===== src/design/ext_port_consts.svh =====
// Constants for the external memory port pin block
`ifndef EXT_PORT_CONSTS_SVH
`define EXT_PORT_CONSTS_SVH
`define ADDR_W         24
`define DATA_W         16
`define BANKS          4
`define FLAG_PINS      4
`define PAR_LO         8
`define PAR_HI         15
`define SDRAM_ADDR_BIT10_BIT      10
`define WAIT_MIN       5'h02
`define ONES16         16'hffff
`define ALL_BANKS_OFF  4'hf
`define CMD_NOP        3'h7
`define CMD_ACTIVE     3'h3
`define CMD_READ       3'h5
`define CMD_WRITE      3'h4
`define CMD_REFRESH    3'h1
`define CMD_PRECHARGE  3'h2
`endif


===== src/design/ext_port_pkg.sv =====
// Types for the external memory port pin block
package ext_port_pkg;
  typedef enum logic [1:0] {
    KIND_ASYNC_RD,
    KIND_ASYNC_WR,
    KIND_SDRAM,
    KIND_REFRESH
  } kind_t;

  // One external access request from the core side
  typedef struct packed {
    kind_t        kind;
    logic [23:0]  addr;
    logic [15:0]  wdata;
    logic [1:0]   bank;
    logic         sdWrite;
  } req_t;

  // SDRAM command pins, all active low: row, column, write
  typedef struct packed {
    logic rowN;
    logic colN;
    logic weN;
  } sdcmd_t;
endpackage


===== src/design/external_memory_port_pins.sv =====
// External memory port pin logic: address, data, strobes, selects, SDRAM commands
`timescale 1ns/1ps
`include "ext_port_consts.svh"
`default_nettype none
module external_memory_port_pins #(
  parameter logic [4:0] WAIT_CYCLES = `WAIT_MIN
) (
  // Clock and reset
  input  wire logic                    mclk,
  input  wire logic                    rst_n,
  // Core request side
  input  wire logic                    reqValid,
  input  wire ext_port_pkg::req_t      req,
  output logic                         reqReady,
  output logic                         doneStrobe,
  output logic [`DATA_W-1:0]           rdData,
  // Pin mode controls
  input  wire logic                    parallel_input_control,
  input  wire logic [`DATA_W-1:0]      flagSelect,
  input  wire logic [`DATA_W-1:0]      flagOut,
  input  wire logic [`DATA_W-1:0]      flagDirOut,
  output logic [`DATA_W-1:0]           flagIn,
  output logic [`PAR_HI-`PAR_LO:0]     parallel_input_port,
  output logic                         parValid,
  // External memory pins
  output logic [`ADDR_W-1:0]           addrOut,
  input  wire logic [`DATA_W-1:0]      dataIn,
  output logic [`DATA_W-1:0]           dataOut,
  output logic [`DATA_W-1:0]           dataOe_n,
  input  wire logic                    ackIn,
  output logic                         rdStrobe_n,
  output logic                         wrStrobe_n,
  output logic [`BANKS-1:0]            bank_select_n,
  output logic                         sdram_row_strobe_n,
  output logic                         sdram_column_strobe_n,
  output logic                         sdram_write_strobe_n,
  output logic                         sdram_addr_bit10
);

  // ------------------------------------------------------------
  // Input synchronisers
  // ------------------------------------------------------------
  logic [`DATA_W-1:0] dataMeta_r, dataSync_r;
  logic               ackMeta_r, ackSync_r;
  always_ff @(posedge mclk) begin
    dataMeta_r <= dataIn;
    dataSync_r <= dataMeta_r;
    ackMeta_r  <= ackIn;
    ackSync_r  <= ackMeta_r;
  end

  // ------------------------------------------------------------
  // Access sequencer
  // ------------------------------------------------------------
  typedef enum logic [1:0] {ST_IDLE, ST_SETUP, ST_STROBE, ST_HOLD} state_t;

  function automatic logic [`BANKS-1:0] bankDecode(input logic [1:0] b);
    bankDecode = `ALL_BANKS_OFF;
    bankDecode[b] = 1'b0;
  endfunction

  state_t              state_r, state_nxt;
  ext_port_pkg::req_t  cur_r, cur_nxt;
  logic [4:0]          waitCnt_r, waitCnt_nxt;
  logic [`ADDR_W-1:0]  addr_r, addr_nxt;
  logic [`BANKS-1:0]   bank_r, bank_nxt;
  logic                rd_r, rd_nxt, wr_r, wr_nxt, drive_r, drive_nxt;
  ext_port_pkg::sdcmd_t cmd_r, cmd_nxt;
  logic                a10_r, a10_nxt;
  logic                done_r, done_nxt, ready_r, ready_nxt;
  logic [`DATA_W-1:0]  rdData_r, rdData_nxt;

  always_comb begin
    state_nxt  = state_r;
    cur_nxt    = cur_r;
    waitCnt_nxt = waitCnt_r;
    addr_nxt   = addr_r;
    bank_nxt   = bank_r;
    rd_nxt     = 1'b1;
    wr_nxt     = 1'b1;
    drive_nxt  = drive_r;
    cmd_nxt    = `CMD_NOP;
    a10_nxt    = a10_r;
    done_nxt   = 1'b0;
    ready_nxt  = 1'b0;
    rdData_nxt = rdData_r;
    case (state_r)
      ST_IDLE: begin
        bank_nxt  = `ALL_BANKS_OFF;
        drive_nxt = 1'b0;
        ready_nxt = 1'b1;
        if (reqValid && ready_r) begin
          cur_nxt   = req;
          addr_nxt  = req.addr;
          ready_nxt = 1'b0;
          state_nxt = ST_SETUP;
          if (req.kind != ext_port_pkg::KIND_REFRESH) begin
            bank_nxt = bankDecode(req.bank);
          end
          if (req.kind == ext_port_pkg::KIND_SDRAM ||
              req.kind == ext_port_pkg::KIND_REFRESH) begin
            a10_nxt = req.addr[`SDRAM_ADDR_BIT10_BIT];
            cmd_nxt = (req.kind == ext_port_pkg::KIND_REFRESH) ?
                      `CMD_REFRESH : `CMD_ACTIVE;
          end
        end
      end
      ST_SETUP: begin
        waitCnt_nxt = WAIT_CYCLES;
        state_nxt   = ST_STROBE;
        drive_nxt   = (cur_r.kind == ext_port_pkg::KIND_ASYNC_WR) ||
                      (cur_r.kind == ext_port_pkg::KIND_SDRAM && cur_r.sdWrite);
        if (cur_r.kind == ext_port_pkg::KIND_SDRAM) begin
          cmd_nxt = cur_r.sdWrite ? `CMD_WRITE : `CMD_READ;
        end
      end
      ST_STROBE: begin
        rd_nxt = !(cur_r.kind == ext_port_pkg::KIND_ASYNC_RD);
        wr_nxt = !(cur_r.kind == ext_port_pkg::KIND_ASYNC_WR);
        if (waitCnt_r != 5'h00) begin
          waitCnt_nxt = waitCnt_r - 5'h01;
        end else if (ackSync_r) begin
          rd_nxt     = 1'b1;
          wr_nxt     = 1'b1;
          rdData_nxt = dataSync_r;
          state_nxt  = ST_HOLD;
        end
      end
      ST_HOLD: begin
        done_nxt  = 1'b1;
        bank_nxt  = `ALL_BANKS_OFF;
        a10_nxt   = 1'b1;
        drive_nxt = 1'b0;
        if (cur_r.kind == ext_port_pkg::KIND_SDRAM) begin
          cmd_nxt = `CMD_PRECHARGE;
        end
        state_nxt = ST_IDLE;
      end
      default: state_nxt = ST_IDLE;
    endcase
  end

  always_ff @(posedge mclk) begin
    if (!rst_n) begin
      state_r   <= ST_IDLE;
      cur_r     <= '0;
      waitCnt_r <= 5'h00;
      addr_r    <= '0;
      bank_r    <= `ALL_BANKS_OFF;
      rd_r      <= 1'b1;
      wr_r      <= 1'b1;
      drive_r   <= 1'b0;
      cmd_r     <= `CMD_NOP;
      a10_r     <= 1'b1;
      done_r    <= 1'b0;
      ready_r   <= 1'b0;
      rdData_r  <= '0;
    end else begin
      state_r   <= state_nxt;
      cur_r     <= cur_nxt;
      waitCnt_r <= waitCnt_nxt;
      addr_r    <= addr_nxt;
      bank_r    <= bank_nxt;
      rd_r      <= rd_nxt;
      wr_r      <= wr_nxt;
      drive_r   <= drive_nxt;
      cmd_r     <= cmd_nxt;
      a10_r     <= a10_nxt;
      done_r    <= done_nxt;
      ready_r   <= ready_nxt;
      rdData_r  <= rdData_nxt;
    end
  end

  // ------------------------------------------------------------
  // Data pin function mux
  // ------------------------------------------------------------
  // Flag mode wins per pin over access data; parallel input forces the upper byte to input, flag pins included
  logic [`DATA_W-1:0] dOut_r, dOut_nxt, dOe_r, dOe_nxt, fIn_r, fIn_nxt;
  logic [`PAR_HI-`PAR_LO:0] par_r, par_nxt;
  logic parV_r, parV_nxt;

  always_comb begin
    dOut_nxt = cur_r.wdata;
    dOe_nxt  = drive_nxt ? '0 : `ONES16;
    fIn_nxt  = dataSync_r & flagSelect;
    par_nxt  = par_r;
    parV_nxt = 1'b0;
    for (int i = 0; i < `DATA_W; i++) begin
      if (flagSelect[i]) begin
        dOut_nxt[i] = flagOut[i];
        dOe_nxt[i]  = !flagDirOut[i];
      end
    end
    if (parallel_input_control) begin
      dOe_nxt[`PAR_HI:`PAR_LO] = '1;
      par_nxt  = dataSync_r[`PAR_HI:`PAR_LO];
      parV_nxt = 1'b1;
    end
  end

  always_ff @(posedge mclk) begin
    if (!rst_n) begin
      dOut_r <= '0;
      dOe_r  <= `ONES16;
      fIn_r  <= '0;
      par_r  <= '0;
      parV_r <= 1'b0;
    end else begin
      dOut_r <= dOut_nxt;
      dOe_r  <= dOe_nxt;
      fIn_r  <= fIn_nxt;
      par_r  <= par_nxt;
      parV_r <= parV_nxt;
    end
  end

  assign reqReady              = ready_r;
  assign doneStrobe            = done_r;
  assign rdData                = rdData_r;
  assign flagIn                = fIn_r;
  assign parallel_input_port   = par_r;
  assign parValid              = parV_r;
  assign addrOut               = addr_r;
  assign dataOut               = dOut_r;
  assign dataOe_n              = dOe_r;
  assign rdStrobe_n            = rd_r;
  assign wrStrobe_n            = wr_r;
  assign bank_select_n         = bank_r;
  assign sdram_row_strobe_n    = cmd_r.rowN;
  assign sdram_column_strobe_n = cmd_r.colN;
  assign sdram_write_strobe_n  = cmd_r.weN;
  assign sdram_addr_bit10      = a10_r;
endmodule
`default_nettype wire


===== config.mk =====
export PLATFORM = sky130hd
export DESIGN_NAME = external_memory_port_pins
export DESIGN_NICKNAME = d
export VERILOG_FILES = /design/src/design/ext_port_pkg.sv /design/src/design/external_memory_port_pins.sv
export VERILOG_INCLUDE_DIRS = /design/src /design/src/design
export SDC_FILE = /design/constraint.sdc
export NUM_CORES = 1
export LEC_CHECK = 0
export ABC_AREA = 0
export CAP_MARGIN = 20
export CORE_ASPECT_RATIO = 1.1
export CORE_MARGIN = 4
export CORE_UTILIZATION = 29
export CTS_BUF_LIST = sky130_fd_sc_hd__clkbuf_8
export DETAILED_ROUTE_END_ITERATION = 7
export DONT_BUFFER_PORTS = 1
export GPL_TIMING_DRIVEN = 0
export HOLD_SLACK_MARGIN = 0.1
export PLACE_DENSITY_LB_ADDON = 0.2
export SYNTH_ARGS = -nofsm -noshare
export SYNTH_HDL_FRONTEND = slang
export SYNTH_SLANG_ARGS = --single-unit

===== constraint.sdc =====
create_clock -name mclk -period 4.3 [get_ports mclk]
set_input_delay 0 -clock mclk [delete_from_list [all_inputs] [get_ports mclk]]
set_output_delay 0 -clock mclk [all_outputs]
set_load 0.05 [all_outputs]

==> results of run 1 <==
## worst max-delay path: stages (launching register included)
cell and delay [ns]:
dfxtp_1 0.36, inv_1 0.09, ha_1 0.31, nor2b_1 0.22
a22o_1 0.35, buf_4 0.26, o211ai_1 0.11, dlygate4sd3_1 0.61
## cell type report
type,count,area (um^2)
Clock inverter,14,118
Fill cell,1844,11000
Buffer,29,141
Tap cell,243,304
Timing Repair Buffer,133,1330
Inverter,8,30.0
Multi-Input combinational cell,352,1910
Clock buffer,18,248
Sequential cell,170,3400
## cells in the mapped netlist, drive strengths merged
master / n
nor2: 29
nand3b: 1
a221oi: 1
a221o: 1
and2: 4
o211ai: 16
o22ai: 1
nand3: 2
mux2i: 26
o32ai: 1
o21ai: 4
a22o: 1
nor3: 3
a211oi: 2
or3b: 1
nand4: 2
o32a: 1
mux2: 1
ha: 5
nand2b: 20
a21o: 1
dfxtp: 170
a21boi: 1
and4: 1
clkbuf: 10
nand2: 135
clkinv: 1
buf: 19
a31oi: 3
nor2b: 5
and3: 18
o221a: 1
or3: 1
o311a: 1
inv: 7
a21oi: 62
nor3b: 1
## stage by stage
stage	std cells	setup WS, ns
2_1_floorplan	559	2.80
3_3_place_gp	802	2.33
3_5_place_dp	802	2.28
4_1_cts	967	1.85
5_1_grt	967	1.70
6_report	967	1.88
## layer usage
metal	routed length, um	vias up	global-route usage
met3	1500	20	0.0634
li1	-	2172	-
met4	290	2	0.0564
met1	6870	2085	0.177
met2	8550	196	0.276
met5	13	-	0
## flip-flops by register name, indices dropped and copies added, names as in the netlist, named ones only
name,cells
dataMeta_r,16
cur_r,19
dataSync_r,16
doneStrobe,1
dataOe_n,16
bank_select_n,4
state_r,2
parValid,1
wrStrobe_n,1
ackSync_r,1
sdram_addr_bit10,1
dataOut,16
reqReady,1
flagIn,16
ackMeta_r,1
waitCnt_r,5
sdram_row_strobe_n,1
sdram_write_strobe_n,1
addrOut,24
parallel_input_port,8
rdData,16
sdram_column_strobe_n,1
rdStrobe_n,1
## cells by family after synthesis
kind of cell	Yosys count	share of synthesized area
flip-flops	170	0.621
multiplexers	27	0.0495
AND/OR/NAND/NOR	223	0.182
buffers and inverters	37	0.0313
adder cells (fa/ha/maj)	5	0.0114
AO/OA/AOI/OAI	97	0.106
## final timing paths
path,cells past startpoint,slack [ns],end,startpoint
setup reg to reg,7,1.88,dataOe_n[6],state_r[1]
setup / recovery,7,1.88,dataOe_n[6],state_r[1]
hold reg to reg,0,0.33,dataSync_r[3],dataMeta_r[3]
hold / removal,1,0.13,dataMeta_r[5],dataIn[5]
## power by group
| group | internal [mW] | switching, mW | leakage [nW] | total (mW) |
|---|---|---|---|---|
| registers | 1.72 | 0.415 | 1.40 | 2.14 |
| logic | 0.280 | 0.354 | 1.30 | 0.635 |
| clock network | 0.428 | 0.621 | 0.180 | 1.05 |
| total | 2.43 | 1.39 | 2.87 | 3.82 |
==> impl_results.md, run 1 <==
- DR pass1 iterations: 4
- Total Power: 3.82 mW
- Max-slew violations: 0
- Setup TNS: 0 ns
- Initial Util: 0.297
- WP data required: 4.64 ns
- I/O pin total: 223
- Drt drc: 0
- Register area share after synthesis: 0.621
- Most frequent cells in the layout: dfxtp_1 (170), nand2_1 (135), dlygate4sd3_1 (133)
- Final Wtd Congestion: 0.756
- Arrival @ worst endpoint: 2.76 ns
- Status: finished clean
- DP Area: 5790 um^2
- Clock buffer depth: 2
- Layout net count: 830
- Syn avg cell area: 9.81 um^2
- CTS Buf Count: 17
- Die area: 21200 um^2
- Overall routing resource usage: 0.159
- DR WL/cell: 17.8 um
- Post-CTS Setup Inserts: 0
- Die width: 139 um
- TritonCTS clock tree: yes
- Leak pwr: ~2.9 nW
- Clk pin slew, worst setup/hold paths: 0.10 ns
- Diode count: 0
- Area contributors post-synth: dfxtp_1 (62%), nand2_1 (9.2%), a21oi_1 (5.7%), mux2i_1 (4.7%), nand2b_1 (2.3%)
- Initial DRC count: 161
- Critical path capture point type: flip-flop
- Share of layout cells above drive strength 1: 0.0760
- Core box area: 18500 um^2
- Final wirelength: about 17000 um
- Rows: 52
- Area leader, netlist: dfxtp_1
- Minimum clock period: 2.42 ns
- Headroom to the max-slew limit: 0.496
- Clock Latency Late Sink: ~0.45 ns
- Hold-fix buffers, CTS: about 130
- Max cap viols: 0
- PortBufs: 0
- Yosys top cell area share: 0.621
- Design Area, Final: about 7500 um^2
- Post-CTS resize count: 0
- Syn_nets: 678
- CTS Sinks: 170
- Commonest non-fill, non-tap cell in the layout: dfxtp_1
- Vias post-DR: 4475
- Largest net degree at the start of global routing: 17
- First-pass GRT wire length: roughly 26000 um
- Synthesized flop and latch total: 170
- Crit path kind: flip-flop to flip-flop
- Fin crit share: 0.562
- Final hold slack: 0.133 ns
- Clock root cell: clkbuf_8
- Worst-Margin Slew: ~0.76 ns
- Power per cell area: a little over 500 nW/um^2
- Final setup viols: 0
- DP HPWL: 12300 um
- Peak supply drop: 0.227 mV
- Gate Count Post-Synth: approximately 560
- Final ANT Viol Nets: 0
- Post-layout util: 0.405
- HP Class: input port to flip-flop
- Crit-path max FO: 10
- Synthesized cell area: around 5500 um^2
- Clk_skew: between 0.01 and 0.015 ns
- CTS H-tree lvls: 4
- Antenna violations before repair: 1
- Fin. Hold Viols: 0
- Post-synthesis cell type count: 42
- YS warnings: 0
- Die Ht: 152 um
- Vias per Instance: 4.63
- Layout area overhead: 36.5%
- RSZ-0062 raised after global routing: no
- GR Overflow Total: 0
- Vias in the first global route: ~4700
- Fmax: 414 MHz
- CP startpoint kind: flip-flop
(Power assumes the default switching activity.)
==> inputs of run 2 (changes only) <==
- clock period: 4.3 -> 2.1 ns (I/O delays scaled with it)
==> run 2 against run 1 <==
Net effect: non-clock buffer count unchanged; first-iteration DRC count fell by 2.5%; combinational power rose by 110%; utilization hardly changed; largest cell class unchanged; clock power is 100% higher; design area hardly changed.
==> impl_results.md, run 2 (same netlist as run 1, synthesis figures left out) <==
- CTS Sinks: 170
- Peak supply drop: 0.464 mV
- Status: finished clean
- DP HPWL: around 12000 um
- DP Area: 5790 um^2
- Overall routing resource usage: 0.161
- Delay-heaviest family, CP: buffers and inverters
- Most frequent cells in the layout: dfxtp_1 (167), nand2_1 (135), dlygate4sd3_1 (132)
- Design Area, Final: approximately 7500 um^2
- CTS Buf Count: 17
- Leak pwr: 2.90 nW
- Placed instance count: about 800
- DR pass1 iterations: 4
- Clock buffer depth: 2
- CP startpoint kind: flip-flop
- Max-slew violations: 0
- Fin crit share: 0.951
- Die width: 139 um
- DR WL/cell: 18.0 um
- Worst-Margin Slew: 0.758 ns
- Fmax: 501 MHz
- Clock Latency Late Sink: 0.45 ns
- Setup TNS: 0 ns
- Clock root cell: clkbuf_8
- Flop-to-flop setup slack: 0.10 ns
- Clk_skew: 0.0154 ns
- Crit-path max FO: 9
- Max cap viols: 0
- Crit path largest cell delay: around 0.56 ns
- Vias post-DR: 4467
- First-pass GRT wire length: 26700 um
- CTS H-tree lvls: 4
- Final Wtd Congestion: 0.756
- RSZ-0062 raised after global routing: no
- HP Class: input port to flip-flop
- Fin. Hold Viols: 0
- Die area: 21200 um^2
- Layout net count: 830
- Cell Chain, Critical Path: inv_1 -> ha_1 -> buf_2 -> and3_1 -> clkbuf_4 -> nand2_1 -> dlygate4sd3_1 -> a21oi_1
- Slowest stage cell, crit path: dlygate4sd3_1
- Die Ht: around 150 um
- Crit path kind: flip-flop to flip-flop
- Final wirelength: 17400 um
- Largest net degree at the start of global routing: 17
- Critical path capture point type: flip-flop
- Final cell count without fillers: 967
- Initial DRC count: between 150 and 200
- TritonCTS clock tree: yes
- Minimum clock period: ~2.0 ns
- Diode count: 0
- GR Overflow Total: 0
- Initial Util: 0.297
- Arrival @ worst endpoint: 2.33 ns
- Core box area: about 18000 um^2
- Vias per Instance: approximately 4.6
- Rows: 52
- Share of layout cells above drive strength 1: 0.0829
- Post-layout util: 0.405
- WP buf/inv: 4
- Commonest non-fill, non-tap cell in the layout: dfxtp_1
- Drt drc: 0
- I/O pin total: ~220
- Layout area overhead: 36.6%
- Total Power: a little under 8 mW
- Headroom to the max-slew limit: 0.495
- Antenna violations before repair: 1
- WP data required: 2.43 ns
- Power per cell area: between 1000 and 1500 nW/um^2
- Final ANT Viol Nets: 0
- Number of flip-flops in the largest register: 24
- Vias in the first global route: 4627
- Final setup viols: 0
- PortBufs: 0
- Clk pin slew, worst setup/hold paths: 0.10 ns
## run 2: cell count changes in the layout (fill, tap and decap cells not counted), sizes merged
cell         before  now
clkbuf           28   29
dlygate4sd3     133  132
## run 2: per-layer routing
layer | vias up | share of wire | global-route usage | wire length [um]
li1 | 2172 | - | - | -
met2 | 202 | 0.50 | 0.281 | 8680
met3 | 24 | 0.082 | 0.0621 | 1420
met4 | 2 | 0.018 | 0.0568 | 312
met1 | 2067 | 0.40 | 0.180 | 6950
met5 | - | 0.00075 | 0 | 13
## run 2: path summary, 6_finish.rpt
check | end | start | cells after the start
max | addrOut[1] | state_r[0] | 8
min | reqReady | rst_n | 2
max reg2reg | addrOut[1] | state_r[0] | 8
min reg2reg | dataSync_r[5] | dataMeta_r[5] | 0
## run 2: power breakdown
part           leakage (nW)  switching [mW]  total, mW  internal [mW]
logic                  1.32           0.733       1.32          0.583
clock network         0.180            1.27       2.15          0.876
registers              1.40           0.850       4.38           3.53
## run 2: stage by stage
step	hold slack [ns]	setup slack (ns)
5_1_grt	0.103	0.00692
2_1_floorplan	0.0277	0.603
3_3_place_gp	0.0278	0.128
6_report	0.124	0.104
3_5_place_dp	0.0278	0.0780
4_1_cts	0.107	0.0581
## run 2: final cells by class
| class | count | area [um^2] |
|---|---|---|
| buffer | 29 | 144 |
| clock buffer | 18 | 248 |
| clock inverter | 14 | 118 |
| fill | 1835 | 11000 |
| inverter | 8 | 30.0 |
| multi-input combinational | 352 | 1910 |
| sequential | 170 | 3410 |
| tap | 243 | 304 |
| timing repair buffer | 133 | 1330 |
## run 2: timing repair
action,CTS,global route
endpoints found under the setup margin,0,13
hold endpoints to repair,126,0
gates resized for setup,0,5
buffers inserted,0,1
hold buffers,132,0
==> inputs of run 3 (changes only) <==
- CORE_UTILIZATION: 29 -> 45
==> run 3 against run 2 <==
Net effect: design area down 1.1%; power up 1.2%; sequential share of layout area up 0.47 points; critical path type unchanged.
==> impl_results.md, run 3 (same netlist as run 1, synthesis figures left out) <==
- Fin crit share: 0.966
- Largest net degree at the start of global routing: 20
- Layout net count: between 800 and 900
- Clk_skew: ~0.018 ns
- PortBufs: 0
- Power per cell area: 1070 nW/um^2
- Final hold slack: 0.131 ns
- Final setup viols: 0
- Cell Chain, Critical Path: and2_1 -> nand4_1 -> o22ai_1 -> dlygate4sd3_1 -> nand2_1
- Slowest stage cell, crit path: dfxtp_1
- Final wirelength: 16200 um
- CP startpoint kind: flip-flop
- HP Class: input port to flip-flop
- CTS Sinks: 170
- Initial Util: 0.458
- Crit path largest cell delay: approximately 0.73 ns
- DR WL/cell: 18.4 um
- Vias in the first global route: 4707
- Headroom to the max-slew limit: 0.530
- Number of flip-flops in the largest register: 24
- Max cap viols: 0
- CTS H-tree lvls: 4
- Sequential cell area: about 3400 um^2
- Clock Latency Late Sink: 0.45 ns
- Max-slew violations: 0
- Minimum clock period: 2.03 ns
- Die Ht: between 100 and 150 um
- Status: finished clean
- Crit-path max FO: 4
- Delay-heaviest family, CP: flip-flops
- Fmax: 493 MHz
- Initial DRC count: 253
- Commonest non-fill, non-tap cell in the layout: dfxtp_1
- I/O pin total: 223
- CTS Buf Count: 17
- Share of layout cells above drive strength 1: 0.0788
- Final ANT Viol Nets: 0
- Filler cells: 973
- Most frequent cells in the layout: dfxtp_1 (169), nand2_1 (135), dlygate4sd3_1 (131)
- Die area: 14000 um^2
- Rows: 42
- Worst-Margin Slew: 0.705 ns
- Diode count: 0
- Antenna violations before repair: 0
- Layout area overhead: 35.1%
- Clk pin slew, worst setup/hold paths: 0.11 ns
- Vias post-DR: 4541
- DR pass1 iterations: 4
- Peak supply drop: 0.614 mV
- Die width: 113 um
- Fin. Hold Viols: 0
- First-pass GRT wire length: 24700 um
- Arrival @ worst endpoint: 2.35 ns
- Total Power: 7.94 mW
- Critical path capture point type: flip-flop
- Clock buffer depth: 2
- GR Overflow Total: 0
- Drt drc: 0
- Setup TNS: 0 ns
- Core box area: ~12000 um^2
- Crit path kind: flip-flop to flip-flop
- Leak pwr: between 2 and 3 nW
- TritonCTS clock tree: yes
- Multi-input logic area: 1910 um^2
- Final Wtd Congestion: slightly above 0.8
- WP buf/inv: 1
- RSZ-0062 raised after global routing: no
- DP HPWL: between 10000 and 15000 um
- Post-layout util: 0.618
- Vias per Instance: around 5.2
- WP data required: 2.42 ns
- Overall routing resource usage: 0.229
- Clock root cell: clkbuf_8
==> run 3: path summary, 6_finish.rpt <==
| check | start | end | slack [ns] | depth (start not counted) |
|---|---|---|---|---|
| min | dataIn[3] | dataMeta_r[3] | 0.13 | 1 |
| max reg2reg | reqReady | bank_select_n[2] | 0.07 | 5 |
| max | reqReady | bank_select_n[2] | 0.07 | 5 |
| min reg2reg | dataMeta_r[5] | dataSync_r[5] | 0.33 | 0 |
==> run 3: where the power goes <==
part           internal, mW  switching [mW]
sequential             3.53           0.849
combinational         0.573           0.714
clock                 0.916            1.36
total                  5.01            2.92
==> run 3: through the flow <==
| step | instances | instance area, um^2 | worst slack (ns) |
|---|---|---|---|
| floorplan | 559 | 5480 | 0.603 |
| global placement | 713 | 5680 | 0.256 |
| detailed placement | 713 | 5680 | 0.209 |
| CTS | 874 | 7380 | 0.0951 |
| global route | 877 | 7410 | 0.00905 |
| finish | 877 | 7410 | 0.0719 |
==> run 3: final cells by class <==
class | instances | share of cell area
Timing Repair Buffer | 132 | 0.178
Sequential cell | 170 | 0.460
Clock buffer | 17 | 0.0316
Buffer | 29 | 0.0191
Multi-Input combinational cell | 352 | 0.258
Clock inverter | 15 | 0.0240
Inverter | 8 | 0.00405
Tap cell | 154 | 0.0260
==> run 3: metal layers <==
layer,global-route usage,vias up,share of wire
li1,-,2164,-
met2,0.400,232,0.50
met4,0.107,0,0.029
met5,0,-,0
met3,0.0865,38,0.099
met1,0.247,2107,0.37
==> run 3: repair_timing <==
item | CTS | global route
hold buffers | 129 | 2
endpoints found under the hold margin | 126 | 2
gates resized for setup | 0 | 1
buffers inserted | 0 | 1
endpoints found under the setup margin | 0 | 2
